<file path="config.mk">
export PLATFORM = sky130hd
export DESIGN_NAME = scrm_top
export DESIGN_NICKNAME = d
export VERILOG_FILES = /design/src/common/scrm_pkg.sv /design/src/verilog/scrm_top.sv /design/src/verilog/scrm_barrel_shifter.sv /design/src/verilog/scrm_reg_file.sv
export VERILOG_INCLUDE_DIRS = /design/src /design/src/common
export SDC_FILE = /design/constraint.sdc
export NUM_CORES = 1
export LEC_CHECK = 0
export BUFFER_PORTS_ARGS = -buffer_cell sky130_fd_sc_hd__buf_2
export CAP_MARGIN = 10
export CORE_MARGIN = 8
export CORE_UTILIZATION = 25
export DETAILED_ROUTE_END_ITERATION = 12
export HOLD_SLACK_MARGIN = 0.12
export PLACE_DENSITY = 0.45
export SLEW_MARGIN = 20
export SYNTH_ARGS = -nofsm -noshare
export SYNTH_HDL_FRONTEND = slang
export SYNTH_SLANG_ARGS = --single-unit
</file>
<file path="constraint.sdc">
create_clock -name clk_sys -period 8.32 [get_ports clk_sys]
set_input_delay 1.664 -clock clk_sys [delete_from_list [all_inputs] [get_ports clk_sys]]
set_output_delay 1.664 -clock clk_sys [all_outputs]
set_load 0.05 [all_outputs]
</file>
<file path="src/common/scrm_cfg.svh">
`ifndef SCRM_CFG_SVH
`define SCRM_CFG_SVH
`define SCRM_OFS_CTRL 8'h00
`define SCRM_OFS_STATUS 8'h04
`define SCRM_OFS_AFILE 8'h08
`define SCRM_OFS_SFILE 8'h0c
`define SCRM_CTRL_DIS_BIT 0
`define SCRM_CTRL_CLR_BIT 1
`define SCRM_ST_PA_LSB 0
`define SCRM_ST_PB_LSB 4
`define SCRM_ST_PE_LSB 8
`define SCRM_ST_OE_BIT 12
`define SCRM_FILE_RIGHT_LSB 16
`define SCRM_IS_LSR_PORT 4'h0
`define SCRM_IS_LSL_PORT 4'h1
`define SCRM_IS_ROR_PORT 4'h2
`define SCRM_IS_ROL_PORT 4'h3
`define SCRM_IS_LSR_A 4'h4
`define SCRM_IS_LSL_A 4'h5
`define SCRM_IS_LSR_B 4'h6
`define SCRM_IS_LSL_B 4'h7
`define SCRM_IS_LOAD_A 4'h8
`define SCRM_IS_LOAD_B 4'h9
`define SCRM_IS_ASR_PORT 4'ha
`define SCRM_IS_ASR_A 4'hb
`define SCRM_IS_ASR_B 4'hc
`define SCRM_IS_NORM 4'hd
`define SCRM_IS_NORM_A 4'he
`define SCRM_IS_NORM_B 4'hf
`define SCRM_RF_LOAD_LEFT_OUT_RIGHT 3'h0
`define SCRM_RF_LOAD_RIGHT_OUT_LEFT 3'h1
`define SCRM_RF_LOAD_LEFT_OUT_LEFT 3'h2
`define SCRM_RF_LOAD_RIGHT_OUT_RIGHT 3'h3
`define SCRM_RF_LOAD_BOTH_OUT_LEFT 3'h4
`define SCRM_RF_HOLD_OUT_RIGHT 3'h5
`define SCRM_RF_HOLD_OUT_LEFT 3'h6
`define SCRM_RF_HOLD_PASS 3'h7
`define SCRM_PICK_ALU_FILE 2'h0
`define SCRM_PICK_A_PORT 2'h1
`define SCRM_PICK_B_PORT 2'h2
`define SCRM_PICK_SHIFTER_FILE 2'h3
`define SCRM_NORM_LIMIT_NS 100
`define SCRM_CLK_NS 40
`endif

</file>
<file path="src/common/scrm_pkg.sv">
package scrm_pkg;
  typedef enum logic [2:0] {
    kind_pass,
    kind_lsl,
    kind_lsr,
    kind_rol,
    kind_ror,
    kind_asr
  } scrm_kind_type;
  typedef enum logic [1:0] {
    src_port,
    src_preset_a,
    src_preset_b,
    src_encoder
  } scrm_src_type;
endpackage : scrm_pkg

</file>
<file path="src/verilog/scrm_top.sv">
`timescale 1ns/1ps
`include "scrm_cfg.svh"
// Contract
// - Shift amount is an unsigned count, zero no shift, fifteen at most.
// - Normalise priority-encodes the 16-bit shifter input within the cycle limit.
// - Normalise stores the encoded value in the chosen preset and drives it out.
// - Normalise shifts the input by the encoded amount giving a normalised word.
// - Port-sourced shifts use an internal register that captures the port.
// - Port direction: input for port shifts, output for normalise, else released.
// - Output disable keeps the port an input; sequencer then avoids normalise.
// - Presets load from the encoder by normalise, or from the port by load.
// - Preset loads from the port pass the shifter input unshifted.
// - Two register files, ALU-fed and shifter-fed, each left and right 16-bit.
// - File and selector instructions run the cycle after their capture edge.
// - A file load lands on the edge that ends the execution cycle.
// - Selected file output holds for the whole execution cycle, except under 111, where it follows the file input.
// - Load field: 000/010 left, 001/011 right, 100 both, 101-111 none.
// - Output: right for 000/011/101, left for 001/010/100/110, 111 pass.
// - First operand select: 00 ALU file, 01 A port, 10 B port, 11 shifter file.
// - Second operand: B port or shifter file; shifter input: B port or ALU file.
// - Output port shows ALU file on 0, shifter file on 1.
// - Shifter decodes the sixteen-code instruction into kind and amount source.
// - Logical fill zero, arithmetic fill sign, rotates wrap around.
// - Shift instructions run the cycle after their capture edge.
// - Clear zeroes presets, both register files and the port input registers.
module scrm_top #(
  parameter int W = 16,
  parameter int AW = 4,
  parameter int PAW = 8
) (
  input wire logic clk_sys,
  input wire logic rst,
  input wire logic psel,
  input wire logic penable,
  input wire logic pwrite,
  input wire logic [PAW-1:0] paddr,
  input wire logic [31:0] pwdata,
  output logic [31:0] prdata,
  output logic pready,
  output logic pslverr,
  input wire logic [3:0] shift_instruction,
  input wire logic [2:0] alu_file_instruction,
  input wire logic [2:0] shifter_file_instruction,
  input wire logic a_selector_high_bit,
  input wire logic a_selector_low_bit,
  input wire logic second_operand_select_bit,
  input wire logic shifter_input_select_bit,
  input wire logic output_port_select_bit,
  input wire logic clear_request,
  input wire logic [W-1:0] a_port,
  input wire logic [W-1:0] b_port,
  input wire logic [W-1:0] alu_result,
  input wire logic [AW-1:0] shift_value_port_in,
  output logic [AW-1:0] shift_value_port_out,
  output logic shift_value_port_oe,
  output logic [W-1:0] alu_operand_a,
  output logic [W-1:0] alu_operand_b,
  output logic [W-1:0] output_port
);
  // Encoder finishes in one cycle; the allowed figure is stated in cycles here
  localparam int NormLimitCycles = `SCRM_NORM_LIMIT_NS / `SCRM_CLK_NS;

  logic [3:0] shift_instr_q;
  logic [2:0] afile_instr_q;
  logic [2:0] sfile_instr_q;
  logic [1:0] asel_q;
  logic bsel_q;
  logic ssel_q;
  logic csel_q;
  logic clear_req_q;
  logic [W-1:0] a_port_q;
  logic [W-1:0] b_port_q;
  logic [AW-1:0] port_value_q;
  logic [AW-1:0] shift_preset_a_q;
  logic [AW-1:0] shift_preset_b_q;
  logic [AW-1:0] pe_last_q;
  logic shift_port_output_disable_q;
  logic sw_clear_q;
  logic [W-1:0] operand_a_q;
  logic [W-1:0] operand_b_q;
  logic [W-1:0] output_port_q;
  logic [AW-1:0] sv_out_q;
  logic sv_oe_q;
  logic [31:0] prdata_q;
  logic pready_q;
  logic pslverr_q;

  logic clear_now;
  logic [W-1:0] afile_out;
  logic [W-1:0] afile_left;
  logic [W-1:0] afile_right;
  logic [W-1:0] sfile_out;
  logic [W-1:0] sfile_left;
  logic [W-1:0] sfile_right;
  logic [W-1:0] alu_first_operand_selector;
  logic [W-1:0] alu_second_operand_selector;
  logic [W-1:0] shifter_input_selector;
  logic [W-1:0] output_port_selector;
  logic [W-1:0] shift_result;
  logic [AW-1:0] priority_encoder_result;
  logic [AW-1:0] shift_amount;
  scrm_pkg::scrm_kind_type shift_kind;
  scrm_pkg::scrm_src_type shift_src;
  logic apb_access;
  logic apb_fire;

  function automatic logic is_normalise(input logic [3:0] instr);
    is_normalise = (instr == `SCRM_IS_NORM) || (instr == `SCRM_IS_NORM_A) || (instr == `SCRM_IS_NORM_B);
  endfunction : is_normalise

  // Leading-zero count; an all-zero word saturates at the top count
  function automatic logic [AW-1:0] lead_zeros(input logic [W-1:0] data);
    logic [AW-1:0] cnt;
    cnt = AW'(W - 1);
    for (int i = 0; i < W; i++) begin
      if (data[i]) cnt = AW'(W - 1 - i);
    end
    lead_zeros = cnt;
  endfunction : lead_zeros

  function automatic logic reg_mapped(input logic [PAW-1:0] addr);
    reg_mapped = (addr == `SCRM_OFS_CTRL) || (addr == `SCRM_OFS_STATUS) ||
                 (addr == `SCRM_OFS_AFILE) || (addr == `SCRM_OFS_SFILE);
  endfunction : reg_mapped

  assign clear_now = clear_req_q | sw_clear_q;

  // Instruction fields are captured first and executed in the next cycle
  always_ff @(posedge clk_sys or posedge rst) begin
    if (rst) begin
      shift_instr_q <= `SCRM_IS_LSR_PORT;
      afile_instr_q <= `SCRM_RF_HOLD_OUT_RIGHT;
      sfile_instr_q <= `SCRM_RF_HOLD_OUT_RIGHT;
      asel_q <= `SCRM_PICK_ALU_FILE;
      bsel_q <= 1'b0;
      ssel_q <= 1'b0;
      csel_q <= 1'b0;
      clear_req_q <= 1'b0;
    end else begin
      shift_instr_q <= shift_instruction;
      afile_instr_q <= alu_file_instruction;
      sfile_instr_q <= shifter_file_instruction;
      asel_q <= {a_selector_high_bit, a_selector_low_bit};
      bsel_q <= second_operand_select_bit;
      ssel_q <= shifter_input_select_bit;
      csel_q <= output_port_select_bit;
      clear_req_q <= clear_request;
    end
  end

  // Port input registers; zeroed by a clear instead of capturing
  always_ff @(posedge clk_sys or posedge rst) begin
    if (rst) begin
      a_port_q <= '0;
      b_port_q <= '0;
    end else if (clear_now) begin
      a_port_q <= '0;
      b_port_q <= '0;
    end else begin
      a_port_q <= a_port;
      b_port_q <= b_port;
    end
  end

  // While the block drives the port it would only read back its own value
  always_ff @(posedge clk_sys or posedge rst) begin
    if (rst) begin
      port_value_q <= '0;
    end else if (clear_now) begin
      port_value_q <= '0;
    end else if (!sv_oe_q) begin
      port_value_q <= shift_value_port_in;
    end
  end

  scrm_reg_file #(
    .W(W)
  ) u_alu_file (
    .clk_sys(clk_sys),
    .rst(rst),
    .clear(clear_now),
    .instr(afile_instr_q),
    .din(alu_result),
    .dout(afile_out),
    .left(afile_left),
    .right(afile_right)
  );

  scrm_reg_file #(
    .W(W)
  ) u_shifter_file (
    .clk_sys(clk_sys),
    .rst(rst),
    .clear(clear_now),
    .instr(sfile_instr_q),
    .din(shift_result),
    .dout(sfile_out),
    .left(sfile_left),
    .right(sfile_right)
  );

  always_comb begin
    case (asel_q)
      `SCRM_PICK_ALU_FILE: alu_first_operand_selector = afile_out;
      `SCRM_PICK_A_PORT: alu_first_operand_selector = a_port_q;
      `SCRM_PICK_B_PORT: alu_first_operand_selector = b_port_q;
      `SCRM_PICK_SHIFTER_FILE: alu_first_operand_selector = sfile_out;
      default: alu_first_operand_selector = afile_out;
    endcase
  end

  assign alu_second_operand_selector = bsel_q ? sfile_out : b_port_q;
  assign shifter_input_selector = ssel_q ? afile_out : b_port_q;
  assign output_port_selector = csel_q ? sfile_out : afile_out;

  assign priority_encoder_result = lead_zeros(shifter_input_selector);

  always_comb begin
    shift_kind = scrm_pkg::kind_pass;
    shift_src = scrm_pkg::src_port;
    case (shift_instr_q)
      `SCRM_IS_LSR_PORT: shift_kind = scrm_pkg::kind_lsr;
      `SCRM_IS_LSL_PORT: shift_kind = scrm_pkg::kind_lsl;
      `SCRM_IS_ROR_PORT: shift_kind = scrm_pkg::kind_ror;
      `SCRM_IS_ROL_PORT: shift_kind = scrm_pkg::kind_rol;
      `SCRM_IS_LSR_A: begin
        shift_kind = scrm_pkg::kind_lsr;
        shift_src = scrm_pkg::src_preset_a;
      end
      `SCRM_IS_LSL_A: begin
        shift_kind = scrm_pkg::kind_lsl;
        shift_src = scrm_pkg::src_preset_a;
      end
      `SCRM_IS_LSR_B: begin
        shift_kind = scrm_pkg::kind_lsr;
        shift_src = scrm_pkg::src_preset_b;
      end
      `SCRM_IS_LSL_B: begin
        shift_kind = scrm_pkg::kind_lsl;
        shift_src = scrm_pkg::src_preset_b;
      end
      `SCRM_IS_LOAD_A,
      `SCRM_IS_LOAD_B: shift_kind = scrm_pkg::kind_pass;
      `SCRM_IS_ASR_PORT: shift_kind = scrm_pkg::kind_asr;
      `SCRM_IS_ASR_A: begin
        shift_kind = scrm_pkg::kind_asr;
        shift_src = scrm_pkg::src_preset_a;
      end
      `SCRM_IS_ASR_B: begin
        shift_kind = scrm_pkg::kind_asr;
        shift_src = scrm_pkg::src_preset_b;
      end
      `SCRM_IS_NORM,
      `SCRM_IS_NORM_A,
      `SCRM_IS_NORM_B: begin
        shift_kind = scrm_pkg::kind_lsl;
        shift_src = scrm_pkg::src_encoder;
      end
      default: shift_kind = scrm_pkg::kind_pass;
    endcase
  end

  always_comb begin
    case (shift_src)
      scrm_pkg::src_port: shift_amount = port_value_q;
      scrm_pkg::src_preset_a: shift_amount = shift_preset_a_q;
      scrm_pkg::src_preset_b: shift_amount = shift_preset_b_q;
      scrm_pkg::src_encoder: shift_amount = priority_encoder_result;
      default: shift_amount = port_value_q;
    endcase
  end

  // Amount is a plain binary place count
  scrm_barrel_shifter #(
    .W(W),
    .AW(AW)
  ) u_shifter (
    .data(shifter_input_selector),
    .amount(shift_amount),
    .kind(shift_kind),
    .result(shift_result)
  );

  always_ff @(posedge clk_sys or posedge rst) begin
    if (rst) begin
      shift_preset_a_q <= '0;
    end else if (clear_now) begin
      shift_preset_a_q <= '0;
    end else if (shift_instr_q == `SCRM_IS_NORM_A) begin
      shift_preset_a_q <= priority_encoder_result;
    end else if (shift_instr_q == `SCRM_IS_LOAD_A) begin
      shift_preset_a_q <= port_value_q;
    end
  end

  always_ff @(posedge clk_sys or posedge rst) begin
    if (rst) begin
      shift_preset_b_q <= '0;
    end else if (clear_now) begin
      shift_preset_b_q <= '0;
    end else if (shift_instr_q == `SCRM_IS_NORM_B) begin
      shift_preset_b_q <= priority_encoder_result;
    end else if (shift_instr_q == `SCRM_IS_LOAD_B) begin
      shift_preset_b_q <= port_value_q;
    end
  end

  // Port drive is registered, so value and enable appear one cycle after execution
  always_ff @(posedge clk_sys or posedge rst) begin
    if (rst) begin
      sv_out_q <= '0;
      sv_oe_q <= 1'b0;
      pe_last_q <= '0;
    end else begin
      sv_oe_q <= is_normalise(shift_instr_q) && !shift_port_output_disable_q;
      if (is_normalise(shift_instr_q)) begin
        sv_out_q <= priority_encoder_result;
        pe_last_q <= priority_encoder_result;
      end
    end
  end

  // Selected values are sampled over the execution cycle and held the next
  always_ff @(posedge clk_sys or posedge rst) begin
    if (rst) begin
      operand_a_q <= '0;
      operand_b_q <= '0;
      output_port_q <= '0;
    end else begin
      operand_a_q <= alu_first_operand_selector;
      operand_b_q <= alu_second_operand_selector;
      output_port_q <= output_port_selector;
    end
  end

  // One wait state keeps every bus output on a flip-flop
  assign apb_access = psel && penable;
  assign apb_fire = apb_access && pready_q;

  always_ff @(posedge clk_sys or posedge rst) begin
    if (rst) begin
      pready_q <= 1'b0;
      pslverr_q <= 1'b0;
      prdata_q <= '0;
    end else if (apb_access && !pready_q) begin
      pready_q <= 1'b1;
      pslverr_q <= !reg_mapped(paddr);
      prdata_q <= '0;
      if (!pwrite) begin
        case (paddr)
          `SCRM_OFS_CTRL: prdata_q[`SCRM_CTRL_DIS_BIT] <= shift_port_output_disable_q;
          `SCRM_OFS_STATUS: begin
            prdata_q[`SCRM_ST_PA_LSB +: AW] <= shift_preset_a_q;
            prdata_q[`SCRM_ST_PB_LSB +: AW] <= shift_preset_b_q;
            prdata_q[`SCRM_ST_PE_LSB +: AW] <= pe_last_q;
            prdata_q[`SCRM_ST_OE_BIT] <= sv_oe_q;
          end
          `SCRM_OFS_AFILE: prdata_q <= {afile_right, afile_left};
          `SCRM_OFS_SFILE: prdata_q <= {sfile_right, sfile_left};
          default: prdata_q <= '0;
        endcase
      end
    end else begin
      pready_q <= 1'b0;
      pslverr_q <= 1'b0;
      prdata_q <= '0;
    end
  end

  // Clear bit is a write-one strobe; it reads back as zero
  always_ff @(posedge clk_sys or posedge rst) begin
    if (rst) begin
      shift_port_output_disable_q <= 1'b0;
      sw_clear_q <= 1'b0;
    end else begin
      sw_clear_q <= 1'b0;
      if (apb_fire && pwrite && paddr == `SCRM_OFS_CTRL) begin
        shift_port_output_disable_q <= pwdata[`SCRM_CTRL_DIS_BIT];
        sw_clear_q <= pwdata[`SCRM_CTRL_CLR_BIT];
      end
    end
  end

  assign prdata = prdata_q;
  assign pready = pready_q;
  assign pslverr = pslverr_q;
  assign shift_value_port_out = sv_out_q;
  assign shift_value_port_oe = sv_oe_q;
  assign alu_operand_a = operand_a_q;
  assign alu_operand_b = operand_b_q;
  assign output_port = output_port_q;
endmodule : scrm_top

</file>
<file path="src/verilog/scrm_barrel_shifter.sv">
`timescale 1ns/1ps
module scrm_barrel_shifter #(
  parameter int W = 16,
  parameter int AW = 4
) (
  input wire logic [W-1:0] data,
  input wire logic [AW-1:0] amount,
  input wire scrm_pkg::scrm_kind_type kind,
  output logic [W-1:0] result
);
  logic [2*W-1:0] dbl;
  logic [2*W-1:0] rot;

  always_comb begin
    dbl = {data, data};
    rot = '0;
    result = data;
    case (kind)
      scrm_pkg::kind_lsl: result = data << amount;
      scrm_pkg::kind_lsr: result = data >> amount;
      scrm_pkg::kind_asr: result = W'($signed(data) >>> amount);
      scrm_pkg::kind_rol: begin
        rot = dbl << amount;
        result = rot[2*W-1:W];
      end
      scrm_pkg::kind_ror: begin
        rot = dbl >> amount;
        result = rot[W-1:0];
      end
      default: result = data;
    endcase
  end
endmodule : scrm_barrel_shifter

</file>
<file path="src/verilog/scrm_reg_file.sv">
`timescale 1ns/1ps
`include "scrm_cfg.svh"
module scrm_reg_file #(
  parameter int W = 16
) (
  input wire logic clk_sys,
  input wire logic rst,
  input wire logic clear,
  input wire logic [2:0] instr,
  input wire logic [W-1:0] din,
  output logic [W-1:0] dout,
  output logic [W-1:0] left,
  output logic [W-1:0] right
);
  logic [W-1:0] left_q;
  logic [W-1:0] right_q;
  logic load_left;
  logic load_right;

  always_comb begin
    load_left = (instr == `SCRM_RF_LOAD_LEFT_OUT_RIGHT) || (instr == `SCRM_RF_LOAD_LEFT_OUT_LEFT) ||
                (instr == `SCRM_RF_LOAD_BOTH_OUT_LEFT);
    load_right = (instr == `SCRM_RF_LOAD_RIGHT_OUT_LEFT) || (instr == `SCRM_RF_LOAD_RIGHT_OUT_RIGHT) ||
                 (instr == `SCRM_RF_LOAD_BOTH_OUT_LEFT);
  end

  // Load lands on the edge that ends the execution cycle
  always_ff @(posedge clk_sys or posedge rst) begin
    if (rst) begin
      left_q <= '0;
      right_q <= '0;
    end else if (clear) begin
      left_q <= '0;
      right_q <= '0;
    end else begin
      if (load_left) left_q <= din;
      if (load_right) right_q <= din;
    end
  end

  always_comb begin
    case (instr)
      `SCRM_RF_LOAD_LEFT_OUT_RIGHT,
      `SCRM_RF_LOAD_RIGHT_OUT_RIGHT,
      `SCRM_RF_HOLD_OUT_RIGHT: dout = right_q;
      `SCRM_RF_HOLD_PASS: dout = din;
      default: dout = left_q;
    endcase
  end

  assign left = left_q;
  assign right = right_q;
endmodule : scrm_reg_file

</file>
==> results of run 1 <==
## cells by family (layout without fill, tap and decap cells)
logic type / count (synthesis) / in the layout
AND/OR/NAND/NOR: 519 / 519
multiplexers: 65 / 65
XOR/XNOR: 2 / 2
AO/OA/AOI/OAI: 535 / 535
other: 0 / 1
flip-flops: 213 / 213
buffers and inverters: 130 / 260
## flip-flops by register name (all words and copies together), names as in the netlist, 2 cells and up
register              count
a_port_q                 16
afile_instr_q             3
alu_operand_a            16
alu_operand_b            16
asel_q                    2
b_port_q                 16
output_port              16
port_value_q              4
prdata                   32
sfile_instr_q             3
shift_instr_q             4
shift_preset_a_q          4
shift_preset_b_q          4
shift_value_port_out      4
u_alu_file.left          16
u_alu_file.right         16
u_shifter_file.left      16
u_shifter_file.right     16
## path summary, 6_finish.rpt
kind	from	end	slack, ps	cells after the start
max in group asynchronous	rst	u_shifter_file.left[12]	5780	4
max	afile_instr_q[0]	output_port[8]	1520	14
min in group asynchronous	rst	output_port[9]	1250	2
max reg2reg	afile_instr_q[0]	output_port[8]	1520	14
min	shift_preset_b_q[1]	shift_preset_b_q[1]	490	2
min reg2reg	shift_preset_b_q[1]	shift_preset_b_q[1]	490	2
## metal layers
layer  wire (um)  part of all wire  up-vias
met1       24100              0.42     6185
met2       27400              0.48      467
li1            -                 -     5598
met3        3190             0.056       97
met5          12           0.00021        -
met4        2220             0.039        2
## power by group through the flow
stage | Clock [mW] | Sequential, mW | Combinational [mW]
6_report | 1.07 | 1.20 | 0.947
5_1_grt | 1.14 | 1.21 | 1.00
4_1_cts | 1.10 | 1.20 | 0.932
3_5_place_dp | 0 | 1.22 | 0.929
3_3_place_gp | 0 | 1.22 | 0.931
2_1_floorplan | 0 | 1.28 | 0.512
## synth_stat cells (11+ instances only)
master,instances,area (sq um)
dfrtp_1,209,5230
nor3_1,36,180
mux2i_1,36,360
clkbuf_1,74,278
o21ai_0,108,541
a21o_1,16,120
nand3_1,26,130
o22ai_1,23,144
nor2_1,162,608
nand2_1,191,717
o21ai_1,11,55.1
o211ai_1,17,128
nor2b_1,11,68.8
a211oi_1,17,128
a221oi_1,12,105
inv_1,19,71.3
a31oi_1,19,119
a21oi_1,132,661
buf_2,20,100
and2_1,42,263
a22oi_1,41,308
mux2_2,24,270
## per-stage QoR
step	cells	power [mW]	area, sq um
after detailed placement	2220	2.15	14000
after global routing	2266	3.35	14900
after global placement	2220	2.15	14000
after floorplan	1464	1.80	12600
final	2267	3.22	14900
after CTS	2265	3.23	14800
## critical path: cells and delay by family (launching register included)
| kind | cells | cell delay [ps] |
|---|---|---|
| compound gates | 9 | 4310 |
| flops | 1 | 1020 |
| simple gates | 5 | 1260 |
## cells in the final DEF (no fill, tap or decap), types with 8 or more instances in the layout
cell and n:
dfrtp_1 208, nand2_1 191, buf_2 169, nor2_1 161
a21oi_1 132, o21ai_0 106, and2_1 42, a22oi_1 41
nor3_1 36, mux2i_1 35, nand3_1 26, buf_4 26
clkbuf_16 25, mux2_2 24, o22ai_1 23, inv_1 18
a31oi_1 18, o211ai_1 17, a21o_1 16, a211oi_1 15
o21ai_1 12, a221oi_1 12, nor2b_1 11, o21a_1 10
a22o_1 10, or3_1 9, o31ai_1 9, a211o_1 9
clkbuf_8 9, nand2b_1 8
## final cells by class
type	count	share of cell area
clock buffer	39	0.0516
tap	672	0.0565
antenna	1	0.000168
sequential	213	0.359
timing repair buffer	196	0.0718
clock inverter	6	0.00277
multi-input combinational	1121	0.453
inverter	19	0.00563
==> flow_metrics.env, run 1 <==
export IMPL_worst_setup_path_type="flop to flop"
export IMPL_synth_xor_xnor_area_share=0.00199
export IMPL_clk_pin_slew_ps=60
export IMPL_leakage_nw=6.46
export IMPL_synthMuxAreaShare=0.0590
export IMPL_cp_arrival_ps=7160
export IMPL_vias=12300
export IMPL_async_flop_share=1.00
export IMPL_synth_fa_ha_area_frac=0
export IMPL_use_met1=0.247
export IMPL_regArea_sq_um=5340
export IMPL_worst_path_max_delay_cell="dfstp_2"
export IMPL_worstMarginPinSlew_ps=1040
export IMPL_cts_root_buf="clkbuf_16"
export IMPL_gp_congestion=0.967
export IMPL_grt_pass1_wl_mm=83.2
export IMPL_clock_sinks=213
export IMPL_grt_pass1_vias=12100
export IMPL_drt_wl_total_mm=57.0
export IMPL_layout_min_cycle_time_ps=6800
export IMPL_port_buffers=169
export IMPL_setup_ws_ps=1520
export IMPL_synth_compound_area_frac=0.286
export IMPL_synth_edf_count=0
export IMPL_ant_nets=0
export IMPL_synth_cell_types=89
export IMPL_p_sw_mw=1.20
export IMPL_multi_input_area_sq_um=6740
export IMPL_postCtsSetupBuffers=0
export IMPL_synth_avg_cell_area_sq_um=8.60
export IMPL_die_x_um=240
export IMPL_grt_max_degree=141
export IMPL_cpMostUsedCell="a21oi_1"
export IMPL_powerDensity_nw_per_um2=216
export IMPL_setup_violations_final=0
export IMPL_worstSetupStartpointType="flop"
export IMPL_remaining_drc_errors=0
export IMPL_ys_flop_type="dfrtp_1"
export IMPL_synth_seq_cells=213
export IMPL_maxCapViolations=0
export IMPL_min_path_type="flop to flop"
export IMPL_clockBufferDepth=3
export IMPL_dr_pass1_iters=6
export IMPL_cts_resized=0
export IMPL_htree_num_levels=1
export IMPL_slew_headroom=0.304
export IMPL_syn_to_final_growth_pct=18.2
export IMPL_drt_iter0_drc=1329
export IMPL_fillers=5337
export IMPL_hpwl_mm=42.3
export IMPL_place_ws_ps=1450
export IMPL_comb_power_share=0.294
export IMPL_pin_count=200
export IMPL_fin_crit_sh=0.817
export IMPL_skew_ps=11.9
export IMPL_drive_above_1_share=0.198
export IMPL_cts_buffers=25
export IMPL_cpPeakStageDelay_ps=1020
export IMPL_endpoint_kind="flop"
export IMPL_synth_area_sq_um=12600
export IMPL_grt_setup_unrepaired="false"
export IMPL_finalNetCount=1689
export IMPL_syn_nets=1577
export IMPL_start_util=0.252
export IMPL_ys_warn_count=0
export IMPL_setup_tns_ps=0
export IMPL_yosys_area_share_simple=0.185
export IMPL_grt_busiest_layer="met2"
export IMPL_ys_seq_area_frac=0.424
export IMPL_power_share_sequential=0.373
export IMPL_ir_worst_vdd_mv=0.130
export IMPL_dieArea_sq_um=57800
export IMPL_grt_use_total=0.190
export IMPL_use_met3=0.0214
export IMPL_path_cells="or3_1, nor2_1, a211oi_2, nor3_1, o311ai_2, a211o_1, nand2_4, o211ai_1, a21boi_0, o32a_1, nand4_1, a2bb2oi_1, a21oi_1, a21oi_1"
export IMPL_grtUsageMet2=0.321
export IMPL_ctsHoldBuffers=0
export IMPL_switching_share=0.374
export IMPL_final_util=0.298
export IMPL_fmax_mhz=147
export IMPL_antenna_found_initial=1
export IMPL_grt_overflow=0
export IMPL_crit_path_max_fanout=36
export IMPL_status="finished clean"
export IMPL_routedWlPerCell_um=25.1
export IMPL_hold_worst_slack_ps=488
export IMPL_hold_violations=0
export IMPL_slew_viol_final=0
export IMPL_num_rows=82
export IMPL_synthCells=1464
export IMPL_clk_latency_ps=530
export IMPL_power_internal_mw=2.02
export IMPL_synth_top_family_by_area="compound AO/OA/AOI/OAI gates"
export IMPL_pwr_share_clk=0.333
export IMPL_fp_coreArea_sq_um=50000
export IMPL_tritoncts="yes"
export IMPL_critPathRequiredTime_ps=8680
export IMPL_vias_per_cell=5.45
export IMPL_fp_dieH_um=240
Note: power is estimated with default switching activity, not from simulation.
==> run 2, diff against run 1 <==
- PLACE_DENSITY: 0.45 -> 0.46
- clock period: 8.32 -> 5.9 ns (I/O delays scaled with it)
==> run 2 against run 1 <==
  * Clock-buffer cell count down 4
  * Combinational power is 54% higher
  * Sequential share of layout area down 1.3 points
  * Design area grew 3.7%
  * Setup slack got worse by 970 ps
  * Die area is the same
==> flow_metrics.env, run 2 (synthesis gave the netlist of run 1 again) <==
export IMPL_grt_setup_unrepaired="false"
export IMPL_cts_buffers=24
export IMPL_grt_use_total=0.193
export IMPL_clockBufferDepth=3
export IMPL_drt_wl_total_mm=57.7
export IMPL_path_cells="or3_1, nor2_1, a211o_1, a31o_2, o311ai_2, a211o_1, buf_4, a31oi_1, mux2i_1, o2bb2ai_1, a2111oi_0, o21a_1, o31a_1, a21oi_1"
export IMPL_endpoint_kind="flop"
export IMPL_worst_setup_path_type="flop to flop"
export IMPL_worstSetupPathDepth=14
export IMPL_hpwl_mm=44.0
export IMPL_die_x_um=240
export IMPL_ant_nets=0
export IMPL_num_rows=82
export IMPL_htree_num_levels=1
export IMPL_cpPeakStageDelay_ps=700
export IMPL_fin_crit_sh=0.906
export IMPL_start_util=0.252
export IMPL_setup_tns_ps=0
export IMPL_largest_register_ffs=32
export IMPL_cpMostUsedCell="a211o_1"
export IMPL_clock_sinks=213
export IMPL_dp_cells=2294
export IMPL_gp_congestion=0.891
export IMPL_vias_per_cell=5.40
export IMPL_routedWlPerCell_um=24.7
export IMPL_drive_above_1_share=0.232
export IMPL_cp_num_buf_inv=1
export IMPL_antenna_found_initial=1
export IMPL_clk_pin_slew_ps=60
export IMPL_hold_violations=0
export IMPL_dr_pass1_iters=8
export IMPL_fp_coreArea_sq_um=50000
export IMPL_min_path_cells=2
export IMPL_slew_headroom=0.265
export IMPL_cp_arrival_ps=5710
export IMPL_final_cells=2338
export IMPL_grt_overflow=0
export IMPL_final_util=0.309
export IMPL_leakage_nw=6.81
export IMPL_setup_ws_ps=552
export IMPL_setup_violations_final=0
export IMPL_dieArea_sq_um=57800
export IMPL_powerDensity_nw_per_um2=308
export IMPL_ir_worst_vdd_mv=0.192
export IMPL_final_common_cell="dfrtp_1"
export IMPL_worstSetupStartpointType="flop"
export IMPL_finalNetCount=1761
export IMPL_grt_max_degree=164
export IMPL_place_ws_ps=588
export IMPL_status="finished clean"
export IMPL_worst_path_max_delay_cell="or3_1"
export IMPL_grt_pass1_vias=12400
export IMPL_clk_latency_ps=530
export IMPL_pin_count=200
export IMPL_crit_path_max_fanout=16
export IMPL_critPathRequiredTime_ps=6270
export IMPL_maxCapViolations=0
export IMPL_min_path_type="flop to flop"
export IMPL_syn_to_final_growth_pct=22.5
export IMPL_final_cell_mix="dfrtp_1, nand2_1, buf_2"
export IMPL_reg2reg_depth=14
export IMPL_grt_pass1_wl_mm=84.5
export IMPL_tritoncts="yes"
export IMPL_fmax_mhz=187
export IMPL_remaining_drc_errors=0
export IMPL_cts_resized=0
export IMPL_slew_viol_final=0
export IMPL_cts_root_buf="clkbuf_16"
export IMPL_fp_dieH_um=240
export IMPL_ctsHoldBuffers=0
export IMPL_antenna_cells=0
export IMPL_crit_family="compound AO/OA/AOI/OAI gates"
export IMPL_skew_ps=11.0
export IMPL_drt_iter0_drc=1196
export IMPL_vias=12600
export IMPL_port_buffers=169
export IMPL_layout_min_cycle_time_ps=5350
export IMPL_postCtsSetupBuffers=0
export IMPL_worstMarginPinSlew_ps=1100
==> run 2: through the flow <==
stage | instance area [sq um] | power [mW] | hold WS [ps]
after global placement | 14600 | 3.18 | 471
after detailed placement | 14600 | 3.16 | 474
after global routing | 15400 | 4.95 | 519
after CTS | 15400 | 4.77 | 488
final | 15400 | 4.75 | 486
after floorplan | 12600 | 2.53 | 415
==> run 2: tightest hold or removal path, cell delays in order (launching register included) <==
cell and delay [ps]:
dfrtp_1 350, nand2_1 50, o21ai_0 60
==> run 2: power by group <==
group          internal, mW  leakage, nW  switching [mW]  total [mW]
logic                 0.485         3.62           0.978        1.46
registers              1.57         2.77           0.131        1.70
clock network         0.969        0.416           0.623        1.59
==> run 2: final cells by class <==
cell class                      count  area [sq um]
Inverter                           19          75.1
Clock buffer                       35           713
Tap cell                          672           841
Multi-Input combinational cell   1121          6720
Clock inverter                      9           124
Sequential cell                   213          5340
Fill cell                        5368         34500
Timing Repair Buffer              269          1620
==> run 2: per-layer routing <==
layer,global-route usage,vias to the layer above,wire length (um)
met1,0.250,6312,24300
met5,0,-,9
met4,0.0676,2,2030
met3,0.0213,92,3070
li1,-,5743,-
met2,0.331,484,28300
==> run 2: worst paths after layout <==
kind | start | to | slack [ps]
min in group asynchronous | rst | output_port[15] | 880
hold / removal | shift_preset_b_q[2] | shift_preset_b_q[2] | 490
max in group asynchronous | rst | prdata[3] | 4300
hold reg to reg | shift_preset_b_q[2] | shift_preset_b_q[2] | 490
setup / recovery | afile_instr_q[1] | output_port[12] | 550
setup reg to reg | afile_instr_q[1] | output_port[12] | 550
==> run 3, diff against run 2 <==
- CORE_MARGIN: 8 -> 4
- RECOVER_POWER: unset -> 25
==> run 3 against run 2 <==
  * The flow now finishes with violations (capacitance limit, slew limit)
  * Hold slack better by 3.1 ps
  * Total power down 1.6%
  * Clock power down 4%
  * Sequential cell count unchanged
  * Combinational power about the same
  * Register-to-register slack worse by 20 ps
  * First-iteration DRC count up 24%
  * Setup slack worse by 15 ps
  * Largest power group unchanged
==> flow_metrics.env, run 3 (synthesis gave the netlist of run 1 again) <==
export IMPL_drt_wl_total_mm=56.2
export IMPL_hold_worst_slack_ps=489
export IMPL_min_path_type="flop to flop"
export IMPL_fillers=5225
export IMPL_clock_sinks=213
export IMPL_start_util=0.255
export IMPL_finalNetCount=1768
export IMPL_worstMarginPinSlew_ps=3270
export IMPL_endpoint_kind="flop"
export IMPL_routedWlPerCell_um=24.1
export IMPL_regArea_sq_um=5340
export IMPL_dieArea_sq_um=54000
export IMPL_clk_latency_ps=540
export IMPL_switching_share=0.368
export IMPL_path_cells="o21a_1, nor2_2, a221o_1, a31oi_1, o311ai_2, a211o_1, nand2_4, buf_4, buf_4, a22o_1, o22ai_1, o31ai_1, a22oi_1, a21oi_1, buf_4, o21ai_0"
export IMPL_violations="capacitance limit, slew limit"
export IMPL_remaining_drc_errors=0
export IMPL_setup_violations_final=0
export IMPL_cts_buffers=25
export IMPL_multi_input_area_sq_um=6710
export IMPL_design_area_sq_um=15400
export IMPL_maxCapViolations=4
export IMPL_clk_pin_slew_ps=60
export IMPL_pin_count=200
export IMPL_hpwl_mm=42.9
export IMPL_fmax_mhz=186
export IMPL_fin_crit_sh=0.909
export IMPL_fp_dieH_um=232
export IMPL_powerDensity_nw_per_um2=303
export IMPL_power_internal_mw=2.96
export IMPL_use_met1=0.269
export IMPL_cpMostUsedCell="buf_4"
export IMPL_ir_worst_vdd_mv=0.192
export IMPL_dr_pass1_iters=10
export IMPL_tritoncts="yes"
export IMPL_antenna_cells=0
export IMPL_hold_violations=0
export IMPL_grtUsageMet2=0.345
export IMPL_worst_setup_path_type="flop to flop"
export IMPL_worst_path_max_delay_cell="dfrtp_1"
export IMPL_layout_min_cycle_time_ps=5360
export IMPL_final_common_cell="dfrtp_1"
export IMPL_fp_coreArea_sq_um=49400
export IMPL_grt_use_total=0.201
export IMPL_cts_resized=0
export IMPL_power_share_sequential=0.362
export IMPL_grt_max_degree=139
export IMPL_postCtsSetupBuffers=0
export IMPL_final_util=0.312
export IMPL_slew_viol_final=186
export IMPL_skew_ps=20.0
export IMPL_dpl_cell_area_sq_um=14600
export IMPL_drt_iter0_drc=1479
export IMPL_comb_power_share=0.310
export IMPL_cp_arrival_ps=5800
export IMPL_status="finished, violations left"
export IMPL_p_sw_mw=1.72
export IMPL_gp_congestion=0.939
export IMPL_num_rows=81
export IMPL_setup_tns_ps=0
export IMPL_antenna_found_initial=0
export IMPL_grt_busiest_layer="met2"
export IMPL_critPathRequiredTime_ps=6340
export IMPL_ant_nets=0
export IMPL_leakage_nw=6.80
export IMPL_clockBufferDepth=3
export IMPL_syn_to_final_growth_pct=22.4
export IMPL_die_x_um=232
export IMPL_cpPeakStageDelay_ps=610
export IMPL_final_cell_mix="dfrtp_1, nand2_1, buf_2"
export IMPL_vias=12700
export IMPL_slew_headroom=-1.18
export IMPL_grt_pass1_vias=12400
export IMPL_htree_num_levels=1
export IMPL_use_met3=0.0222
export IMPL_vias_per_cell=5.44
export IMPL_cts_root_buf="clkbuf_16"
export IMPL_drive_above_1_share=0.230
export IMPL_grt_pass1_wl_mm=82.5
export IMPL_crit_path_max_fanout=16
export IMPL_port_buffers=169
export IMPL_grt_overflow=0
export IMPL_ctsHoldBuffers=0
export IMPL_pwr_share_clk=0.328
export IMPL_worstSetupStartpointType="flop"
export IMPL_largest_register_ffs=32
export IMPL_grt_setup_unrepaired="false"
-- run 3: worst paths after layout --
check	start	to	slack, ps	cells past startpoint
min	shift_preset_b_q[1]	shift_preset_b_q[1]	490	2
max	afile_instr_q[1]	alu_operand_a[5]	540	16
max in group asynchronous	rst	ssel_q	2100	3
min reg2reg	shift_preset_b_q[1]	shift_preset_b_q[1]	490	2
min in group asynchronous	rst	alu_operand_b[14]	1040	2
max reg2reg	afile_instr_q[1]	alu_operand_a[5]	540	16
-- run 3: through the flow --
| step | total power [mW] | setup WS (ps) | std cells |
|---|---|---|---|
| 2_1_floorplan | 2.53 | 1800 | 1464 |
| 5_1_grt | 4.87 | 292 | 2337 |
| 4_1_cts | 4.69 | 619 | 2337 |
| 3_3_place_gp | 3.15 | 514 | 2292 |
| 3_5_place_dp | 3.14 | 561 | 2292 |
| 6_report | 4.68 | 537 | 2337 |
-- run 3: routing by layer --
metal	routed length, um	part of all wire	up-vias
li1	-	-	5756
met1	24000	0.43	6373
met2	27400	0.49	511
met3	3210	0.057	71
met4	1600	0.028	0
met5	0	0	-
-- run 3: power groups by stage --
stage	combinational [mW]	clock, mW	sequential, mW
final	1.45	1.53	1.69
after detailed placement	1.43	0	1.72
after global placement	1.43	0	1.72
after global routing	1.54	1.63	1.70
after CTS	1.43	1.56	1.69
after floorplan	0.723	0	1.81
-- run 3: layout make-up --
type / instances / share of cell area
Clock inverter: 8 / 0.00495
Sequential cell: 213 / 0.346
Clock buffer: 37 / 0.0480
Multi-Input combinational cell: 1121 / 0.435
Tap cell: 664 / 0.0539
Inverter: 19 / 0.00471
Timing Repair Buffer: 275 / 0.107
-- run 3: critical path, delay by kind of cell (launching register included) --
| family | cells | cell delay, ps |
|---|---|---|
| flops | 1 | 610 |
| simple gates | 2 | 680 |
| buf+inv | 3 | 590 |
| compound gates | 11 | 3370 |
